--- src/pfl_pkg.sv ---
/*
 Constants for the phase fault LED monitor: clock rate, timing
 figures and the cycle counts derived from them.
 Assumes a single 100 MHz reference clock.
*/
package pfl_pkg;
    localparam int unsigned CLK_HZ = 100_000_000;
    // dropout and sequence persistence window
    localparam int unsigned DROP_TIME_MS = 150;
    localparam int unsigned DROP_CYC = CLK_HZ / 1000 * DROP_TIME_MS;
    // sequence error blink rate
    localparam int unsigned BLINK_HZ = 1;
    localparam int unsigned BLINK_HALF = CLK_HZ / (2 * BLINK_HZ);
    // indicator select rate, half period count rounded down
    localparam int unsigned SEL_HZ = 131_000;
    localparam int unsigned SEL_HALF = CLK_HZ / (2 * SEL_HZ);
    // supply monitor filter: slow release, faster assertion
    localparam int unsigned SUP_ON_US = 10;
    localparam int unsigned SUP_OFF_US = 2;
    localparam int unsigned SUP_ON_CYC = CLK_HZ / 1_000_000 * SUP_ON_US;
    localparam int unsigned SUP_OFF_CYC = CLK_HZ / 1_000_000 * SUP_OFF_US;
    // amplitude dropout level, percent of full scale
    localparam int unsigned AMP_PCT = 20;
    localparam int unsigned SAMPLE_W = 16;
    localparam int unsigned LPF_SHIFT = 8;
    localparam int unsigned ENERGY_W = 48;
    localparam int unsigned PHASES = 3;
endpackage

--- src/pfl_monitor.sv ---
/*
 Phase fault monitor: supply/reference reset filter, per-phase
 power, dropout and reverse detection, phase sequence check, and
 the multiplexed LED select and phase indicator pins.
 Assumes samples and comparator levels synchronous to i_ref_clk.
*/
// Functional notes
// - supply or reference low: outputs idle, datapath reset
// - both good: release datapath, enable outputs
// - either falls low: hold datapath reset again
// - supply decision filtered with asymmetric hysteresis
// - priority: dropout, sequence error, reverse power
// - any dropout suppresses sequence error indication
// - dropped phase still shows reverse power
// - select high: pin low lights dropout LED
// - select low: pin high lights reverse LED
// - select toggles continuously at fixed rate
// - dropout on low amplitude or crossing timeout
// - dropout LED lit about 150 ms after
// - energy keeps accumulating during dropout
// - clear dropout after crossings and amplitude return
// - crossing order must be A, B, C
// - sequence error blinks dropout LEDs at 1 Hz
// - reverse LED steady while sequence LEDs blink
// - blinking begins about 150 ms after violation
// - per-phase active power, total is the sum
// - reverse flag follows sign of low-pass filtered power
`timescale 1ns/10ps

module pfl_phase
    import pfl_pkg::*;
#(
    parameter int unsigned W = SAMPLE_W,
    parameter int unsigned AW = 2 * SAMPLE_W,
    parameter int unsigned CW = 24,
    parameter int unsigned DROP_N = DROP_CYC
) (
    input wire logic i_ref_clk,
    input wire logic i_rst,
    input wire logic i_valid,
    input wire logic signed [W-1:0] i_volt,
    input wire logic signed [W-1:0] i_curr,
    output logic o_xing,
    output logic o_drop,
    output logic o_rev,
    output logic signed [AW-1:0] o_power
);
    localparam logic [W-1:0] AMP_THR = W'(((2 ** (W - 1)) - 1) * AMP_PCT / 100);

    typedef struct packed {
        logic signed [W-1:0] prev;
        logic [W-1:0] peak;
        logic amp_ok;
        logic [CW-1:0] xtmr;
        logic [CW-1:0] pcnt;
        logic drop;
        logic xing;
        logic signed [AW-1:0] acc;
    } pfl_ph_t;

    pfl_ph_t st_reg;
    pfl_ph_t st_next;
    logic [W-1:0] mag;
    logic no_xing;
    logic good;
    logic signed [AW-1:0] prod;

    always_comb begin
        st_next = st_reg;
        mag = i_volt[W-1] ? W'(-i_volt) : W'(i_volt);
        prod = AW'(i_volt * i_curr);
        st_next.xing = 1'b0;
        if (i_valid) begin
            st_next.prev = i_volt;
            st_next.peak = (mag > st_reg.peak) ? mag : st_reg.peak;
            if (st_reg.prev[W-1] && !i_volt[W-1]) begin
                st_next.xing = 1'b1;
                st_next.amp_ok = (st_reg.peak >= AMP_THR);
                st_next.peak = mag;
            end
            st_next.acc = st_reg.acc + ((prod - st_reg.acc) >>> LPF_SHIFT);
        end
        if (st_next.xing) begin
            st_next.xtmr = '0;
        end else if (st_reg.xtmr != CW'(DROP_N)) begin
            st_next.xtmr = st_reg.xtmr + CW'(1);
        end
        no_xing = (st_reg.xtmr == CW'(DROP_N));
        good = !no_xing && st_reg.amp_ok;
        if (!st_reg.drop && no_xing) begin
            st_next.drop = 1'b1;
            st_next.pcnt = '0;
        end else if (st_reg.drop ? good : !st_reg.amp_ok) begin
            if (st_reg.pcnt == CW'(DROP_N)) begin
                st_next.drop = !st_reg.drop;
                st_next.pcnt = '0;
            end else begin
                st_next.pcnt = st_reg.pcnt + CW'(1);
            end
        end else begin
            st_next.pcnt = '0;
        end
    end

    always_ff @(posedge i_ref_clk) begin
        if (i_rst) begin
            st_reg <= '{prev: '0, peak: '0, amp_ok: 1'b1, xtmr: '0,
                        pcnt: '0, drop: 1'b0, xing: 1'b0, acc: '0};
        end else begin
            st_reg <= st_next;
        end
    end

    assign o_xing = st_reg.xing;
    assign o_drop = st_reg.drop;
    assign o_rev = st_reg.acc[AW-1];
    assign o_power = st_reg.acc;
endmodule // pfl_phase

module pfl_monitor
    import pfl_pkg::*;
#(
    parameter int unsigned W = SAMPLE_W,
    parameter int unsigned DROP_N = DROP_CYC,
    parameter int unsigned BLINK_N = BLINK_HALF,
    parameter int unsigned SEL_N = SEL_HALF,
    parameter int unsigned SUP_ON_N = SUP_ON_CYC,
    parameter int unsigned SUP_OFF_N = SUP_OFF_CYC
) (
    input wire logic i_ref_clk,
    input wire logic i_rst,
    input wire logic i_supply_ok,
    input wire logic i_ref_ok,
    input wire logic i_sample_valid,
    input wire logic signed [W-1:0] i_volt_a,
    input wire logic signed [W-1:0] i_volt_b,
    input wire logic signed [W-1:0] i_volt_c,
    input wire logic signed [W-1:0] i_curr_a,
    input wire logic signed [W-1:0] i_curr_b,
    input wire logic signed [W-1:0] i_curr_c,
    output logic o_datapath_reset,
    output logic o_indicator_select,
    output logic o_phase_a_indicator,
    output logic o_phase_b_indicator,
    output logic o_phase_c_indicator,
    output logic [PHASES-1:0] o_reverse_power_flag,
    output logic [PHASES-1:0] o_phase_dropout,
    output logic o_seq_error,
    output logic signed [2*W+1:0] o_total_power,
    output logic signed [ENERGY_W-1:0] o_energy
);
    localparam int unsigned AW = 2 * W;
    localparam int unsigned TW = AW + 2;
    localparam int unsigned CW = $clog2(BLINK_N + DROP_N + SUP_ON_N + SEL_N + 2);

    generate
        if (W < 4 || W > 24 || DROP_N < 1 || BLINK_N < 1 || SEL_N < 1
            || SUP_ON_N < 1 || SUP_OFF_N < 1) begin : g_bad
            $error("pfl_monitor: unsupported parameter value");
        end
    endgenerate

    typedef struct packed {
        logic dp_on;
        logic [CW-1:0] sup_cnt;
        logic [1:0] last;
        logic last_v;
        logic [1:0] ok_run;
        logic pend;
        logic [CW-1:0] pcnt;
        logic seq_err;
        logic blink;
        logic [CW-1:0] bcnt;
        logic sel;
        logic [CW-1:0] scnt;
        logic [PHASES-1:0] ind;
        logic [PHASES-1:0] rev;
        logic [PHASES-1:0] drop;
        logic signed [TW-1:0] total;
        logic signed [ENERGY_W-1:0] energy;
    } pfl_top_t;

    pfl_top_t st_reg;
    pfl_top_t st_next;
    logic ph_rst;
    logic [PHASES-1:0] xing;
    logic [PHASES-1:0] drop;
    logic [PHASES-1:0] rev;
    logic signed [AW-1:0] pwr [PHASES];
    logic signed [W-1:0] volt [PHASES];
    logic signed [W-1:0] curr [PHASES];
    logic [1:0] ph;
    logic [1:0] expect_ph;
    logic lit;

    assign volt[0] = i_volt_a;
    assign volt[1] = i_volt_b;
    assign volt[2] = i_volt_c;
    assign curr[0] = i_curr_a;
    assign curr[1] = i_curr_b;
    assign curr[2] = i_curr_c;
    // datapath held while filtered supply and reference not good
    assign ph_rst = i_rst || !st_reg.dp_on;

    generate
        for (genvar g = 0; g < PHASES; g++) begin : g_ph
            pfl_phase #(
                .W(W),
                .AW(AW),
                .CW(CW),
                .DROP_N(DROP_N)
            ) u_ph (
                .i_ref_clk(i_ref_clk),
                .i_rst(ph_rst),
                .i_valid(i_sample_valid),
                .i_volt(volt[g]),
                .i_curr(curr[g]),
                .o_xing(xing[g]),
                .o_drop(drop[g]),
                .o_rev(rev[g]),
                .o_power(pwr[g])
            );
        end
    endgenerate

    always_comb begin
        st_next = st_reg;
        ph = 2'd0;
        lit = 1'b0;
        if (st_reg.dp_on == (i_supply_ok && i_ref_ok)) begin
            st_next.sup_cnt = '0;
        end else if (st_reg.sup_cnt
                     == CW'(st_reg.dp_on ? SUP_OFF_N - 1 : SUP_ON_N - 1)) begin
            st_next.dp_on = !st_reg.dp_on;
            st_next.sup_cnt = '0;
        end else begin
            st_next.sup_cnt = st_reg.sup_cnt + CW'(1);
        end

        // total is the sum of phases
        st_next.total = TW'(pwr[0]) + TW'(pwr[1]) + TW'(pwr[2]);
        st_next.energy = st_reg.energy + ENERGY_W'(st_reg.total);

        if (st_reg.scnt == CW'(SEL_N - 1)) begin
            st_next.scnt = '0;
            st_next.sel = !st_reg.sel;
        end else begin
            st_next.scnt = st_reg.scnt + CW'(1);
        end
        if (st_reg.bcnt == CW'(BLINK_N - 1)) begin
            st_next.bcnt = '0;
            st_next.blink = !st_reg.blink;
        end else begin
            st_next.bcnt = st_reg.bcnt + CW'(1);
        end

        for (int i = PHASES - 1; i >= 0; i--) begin
            if (xing[i]) begin
                ph = 2'(i);
            end
        end
        expect_ph = (st_reg.last == 2'd2) ? 2'd0 : st_reg.last + 2'd1;

        if (|drop) begin
            st_next.last_v = 1'b0;
            st_next.ok_run = 2'd0;
            st_next.pend = 1'b0;
            st_next.seq_err = 1'b0;
        end else begin
            if (|xing) begin
                st_next.last = ph;
                st_next.last_v = 1'b1;
                if (st_reg.last_v && ph != expect_ph) begin
                    st_next.ok_run = 2'd0;
                    if (!st_reg.seq_err) begin
                        st_next.pend = 1'b1;
                    end
                end else if (st_reg.ok_run == 2'd2) begin
                    st_next.ok_run = 2'd0;
                    st_next.pend = 1'b0;
                    st_next.seq_err = 1'b0;
                end else begin
                    st_next.ok_run = st_reg.ok_run + 2'd1;
                end
            end
            if (st_reg.pend && st_next.pend) begin
                if (st_reg.pcnt == CW'(DROP_N)) begin
                    st_next.pend = 1'b0;
                    st_next.seq_err = 1'b1;
                end else begin
                    st_next.pcnt = st_reg.pcnt + CW'(1);
                end
            end else begin
                st_next.pcnt = '0;
            end
        end

        st_next.drop = drop;
        st_next.rev = rev;
        for (int i = 0; i < PHASES; i++) begin
            lit = drop[i] || (st_reg.seq_err && st_reg.blink);
            if (st_next.sel) begin
                st_next.ind[i] = !lit;
            end else begin
                st_next.ind[i] = rev[i];
            end
        end

        if (!st_reg.dp_on) begin
            st_next.last_v = 1'b0;
            st_next.ok_run = 2'd0;
            st_next.pend = 1'b0;
            st_next.pcnt = '0;
            st_next.seq_err = 1'b0;
            st_next.blink = 1'b0;
            st_next.bcnt = '0;
            st_next.sel = 1'b0;
            st_next.scnt = '0;
            st_next.ind = '0;
            st_next.rev = '0;
            st_next.drop = '0;
            st_next.total = '0;
            st_next.energy = '0;
        end
    end

    always_ff @(posedge i_ref_clk) begin
        if (i_rst) begin
            st_reg <= '0;
        end else begin
            st_reg <= st_next;
        end
    end

    assign o_datapath_reset = !st_reg.dp_on;
    assign o_indicator_select = st_reg.sel;
    assign o_phase_a_indicator = st_reg.ind[0];
    assign o_phase_b_indicator = st_reg.ind[1];
    assign o_phase_c_indicator = st_reg.ind[2];
    assign o_reverse_power_flag = st_reg.rev;
    assign o_phase_dropout = st_reg.drop;
    assign o_seq_error = st_reg.seq_err;
    assign o_total_power = st_reg.total;
    assign o_energy = st_reg.energy;
endmodule // pfl_monitor

--- config.mk ---
export PLATFORM = sky130hd
export DESIGN_NAME = pfl_monitor
export DESIGN_NICKNAME = d
export VERILOG_FILES = /design/src/pfl_pkg.sv /design/src/pfl_monitor.sv
export SDC_FILE = /design/constraint.sdc
export NUM_CORES = 2
export LEC_CHECK = 0
export ABC_CLOCK_PERIOD_IN_PS = 9510
export BUFFER_PORTS_ARGS = -buffer_cell sky130_fd_sc_hd__buf_2
export CORE_AREA = 2 2 346 348
export DETAILED_ROUTE_END_ITERATION = 6
export DIE_AREA = 0 0 348 350
export PLACE_DENSITY = 0.79
export SLEW_MARGIN = 20
export SYNTH_ARGS = -nofsm -noshare
export SYNTH_HDL_FRONTEND = slang
export SYNTH_HIERARCHICAL = 1
export SYNTH_SLANG_ARGS = --single-unit
export TNS_END_PERCENT = 20
--- constraint.sdc ---
create_clock -name i_ref_clk -period 9.51 [get_ports i_ref_clk]
set_input_delay 0.4755 -clock i_ref_clk [delete_from_list [all_inputs] [get_ports i_ref_clk]]
set_output_delay 0.4755 -clock i_ref_clk [all_outputs]
set_load 0.05 [all_outputs]
==> results summary <==
By area, the combinational part of the netlist is dominated by adder cells. The pre-antenna-repair detailed-routing pass consisted of 6 iterations. The proportion of synthesized flip-flops having asynchronous set or reset is 0%. The post-synthesis sequential area ratio is between 10% and 20%. The wire-length estimate of the detail-placed layout is approximately 130 mm. The total negative setup slack came out at 0 ps. The first-pass GRT wire length is around 260 mm.

The leading cell type in the layout, fill and taps excluded is sky130_fd_sc_hd__inv_1. Setup repair after global routing left no endpoint under its margin. The adder and majority cell fraction of the synthesized area came out at a little under two fifths. Global routing used about a quarter of the available tracks across all layers.

The critical path is of the in -> reg type. The required time at the endpoint of the critical path came out at about 10000 ps. The final weighted congestion of routability-driven global placement came out at ~0.96.

During synthesis, Yosys emitted a total of 6 warnings. The row count is 126. The largest individual stage delay along the critical path comes from the cell sky130_fd_sc_hd__fa_1. The tree is rooted in a sky130_fd_sc_hd__clkbuf_16. The effective utilization at floorplan came out at approximately 55%.

The xor and xnor fraction of the mapped netlist area came out at 6.41%. By instance count, the cell type seen most on the critical path is sky130_fd_sc_hd__inv_1. The total number of vias is around 50000. In the layout the commonest cells are sky130_fd_sc_hd__inv_1 (1128), sky130_fd_sc_hd__fa_1 (904), sky130_fd_sc_hd__nand2_1 (672). The floorplan step defined a die boundary enclosing about 120000 sq um. Synthesis produced a netlist with a net count of approximately 8900. The area fraction in and, or, nand and nor cells after synthesis came out at a little under a fifth.

The detailed router's first-iteration violation count is 3307. Based on the critical path, the design can be clocked at up to 0.116 GHz. In this run, CTS created clock tree buffers numbering 60. The share of post-route cells with drive strength above 1 came out at 5.82%. The detailed-route wire length is about 160 mm. The count of pins on the block boundary came out at around 200. The die is between 300 and 400 um wide.

After synthesis the netlist holds a flip-flop and latch count of between 500 and 600. The clock reaches the later pin of the worst-skew pair after about 670 ps. In this run the remaining antenna-violating nets after routing total 0. After synthesis, the share of cell area in mux cells is under 10%. The residual overflow from global routing came out at 0. The post-CTS clock slew at the launch and capture registers of the worst setup and hold paths came out at 60 ps. The synthesized netlist devotes around a tenth of its cell area to compound gates. The number of instances in the synthesized netlist is 7398.

Relative to the synthesized area, the layout overhead comes to 4.30%. The arrival time of the worst setup path came out at around 9200 ps. The max-cap violation count came out at 0. The synthesized netlist contains roughly 110 unique library cells. The number of global-route vias before repair was about 51000. The type of the worst min-delay path is in -> reg. At the pin with the least slew margin, the transition time is between 1000 and 1500 ps. For this design, the sink count on the clock tree is 517. The buffer levels on the longest clock path came out at 3. The floorplan step set the die height to between 300 and 400 um. The final max-slew violation count came to 0. The max-slew headroom at the worst pin came out at 28.0%. Using the TritonRoute via totals, the vias-per-cell ratio works out to between 5 and 6. The flow ran to the end, and the final reports show no timing, DRC or antenna violations. Post-CTS timing repair inserted 0 buffers for setup. The biggest cell delay along the critical path came out at ~540 ps. The final cycle utilization of the critical path is between 90% and 100%. The final-report hold violation count came to 0. Averaged over all synthesized cells, the footprint is about 8.7 sq um. Counting flops with a built-in enable in the synthesized netlist gives 0. The remaining design rule violation count is 0. The launching element type of the critical path is a primary input. The main flop type after synthesis is sky130_fd_sc_hd__dfxtp_1. The level count of the clock H-tree came out at 2. The worst setup path is captured at a register. The final layout contains approximately 8700 nets.

The critical-path maximum fanout came out at 18. The flip-flop count of the largest register after layout is 210. The final number of setup-violating endpoints is 0. The count of buffers added on input and output ports is ~190. After detailed routing, the average wire length per cell comes to approximately 18 um. The maximum number of pins on one net before global-route repair is around 100. The clock tree skew after final layout came out at 25.8 ps. The shortest period the worst path allows came out at between 8000 and 9000 ps. The clock tree from TritonCTS is done.

In this run, post-CTS hold repair placed 0 buffers. The filler cell count came out at 10300. After clock tree synthesis, the repair step resized 0 gates. The floorplan step defined a core boundary enclosing ~120000 sq um.

The initial antenna violation count came to 2. The post-synth design cell area came out at ~65000 sq um.
## critical path: cells and delay by family
family | cells | cell delay (ps)
multiplexers | 1 | 140
XOR/XNOR | 2 | 260
AO/OA/AOI/OAI | 14 | 3210
adder cells (fa/ha/maj) | 8 | 3520
buffers and inverters | 7 | 550
AND/OR/NAND/NOR | 6 | 1020
## metrics by stage
stage / instance area [sq um] / setup WS [ps] / std cells / utilization, % / hold slack (ps)
floorplan: 64600 / 1030 / 7398 / - / 418
global placement: 65200 / 434 / 8696 / 55.3 / 431
detailed placement: 65200 / 341 / 8697 / 55.3 / 442
CTS: 67300 / 1010 / 8806 / 57.2 / 43.4
global route: 67300 / 343 / 8808 / 57.2 / 90.4
finish: 67300 / 890 / 8809 / 57.2 / 83.4
## cells by family (layout without fill, tap and decap cells)
logic type               Yosys count  count (layout)
AND/OR/NAND/NOR                 2395            2395
buffers and inverters           1581            1453
adder cells (fa/ha/maj)         1409            1409
AO/OA/AOI/OAI                    927             927
flip-flops                       517             517
XOR/XNOR                         469             469
multiplexers                     100             100
other                              0               3
## cell usage after synthesis, types with 40 or more instances
cell | number | area [sq um]
sky130_fd_sc_hd__nand2b_1 | 75 | 469
sky130_fd_sc_hd__and3_1 | 75 | 469
sky130_fd_sc_hd__and2_1 | 363 | 2270
sky130_fd_sc_hd__a21o_1 | 108 | 811
sky130_fd_sc_hd__buf_4 | 185 | 1390
sky130_fd_sc_hd__nand3_1 | 168 | 841
sky130_fd_sc_hd__nand4_1 | 72 | 450
sky130_fd_sc_hd__xnor2_1 | 251 | 2200
sky130_fd_sc_hd__ha_1 | 505 | 6320
sky130_fd_sc_hd__o21ai_1 | 41 | 205
sky130_fd_sc_hd__a21oi_1 | 274 | 1370
sky130_fd_sc_hd__nor2_1 | 598 | 2240
sky130_fd_sc_hd__a211oi_1 | 40 | 300
sky130_fd_sc_hd__nand2_1 | 672 | 2520
sky130_fd_sc_hd__fa_1 | 904 | 18100
sky130_fd_sc_hd__inv_1 | 1128 | 4230
sky130_fd_sc_hd__mux2i_1 | 94 | 941
sky130_fd_sc_hd__nor3_1 | 118 | 591
sky130_fd_sc_hd__o21a_1 | 53 | 398
sky130_fd_sc_hd__o21ai_0 | 129 | 646
sky130_fd_sc_hd__xor2_1 | 215 | 1880
sky130_fd_sc_hd__clkbuf_1 | 225 | 845
sky130_fd_sc_hd__dfxtp_1 | 517 | 10300
## final timing paths
path	start	to	slack (ps)	depth (start not counted)
setup / recovery	i_volt_b[3]	g_ph[1].u_ph/o_power[25]	890	38
hold / removal	i_ref_ok	st_reg[204]	80	3
setup reg to reg	g_ph[2].u_ph/o_power[16]	g_ph[2].u_ph/o_power[30]	1030	30
hold reg to reg	st_reg[178]	st_reg[178]	450	1
## final cells by class
type | count | area (sq um) | share of cell area, %
antenna | 3 | 7.51 | 0.0112
clock buffer | 80 | 1710 | 2.53
clock inverter | 29 | 423 | 0.628
inverter | 1130 | 4250 | 6.31
multi-input combinational | 5300 | 47500 | 70.6
sequential | 517 | 10300 | 15.4
tap | 1536 | 1920 | 2.85
timing repair buffer | 214 | 1130 | 1.67
## per-layer routing
layer	track usage (%)	vias to the layer above	routed length, um	part of all wire [%]
met4	10.1	0	6350	4.0
met2	44.3	1622	75000	47
met3	4.36	352	12300	7.8
li1	-	23200	-	-
met1	34.2	24600	64700	41
met5	0	-	0	0
Power is not shown: default switching activity piles up to over one toggle a cycle in this logic, so the estimate is an artifact.
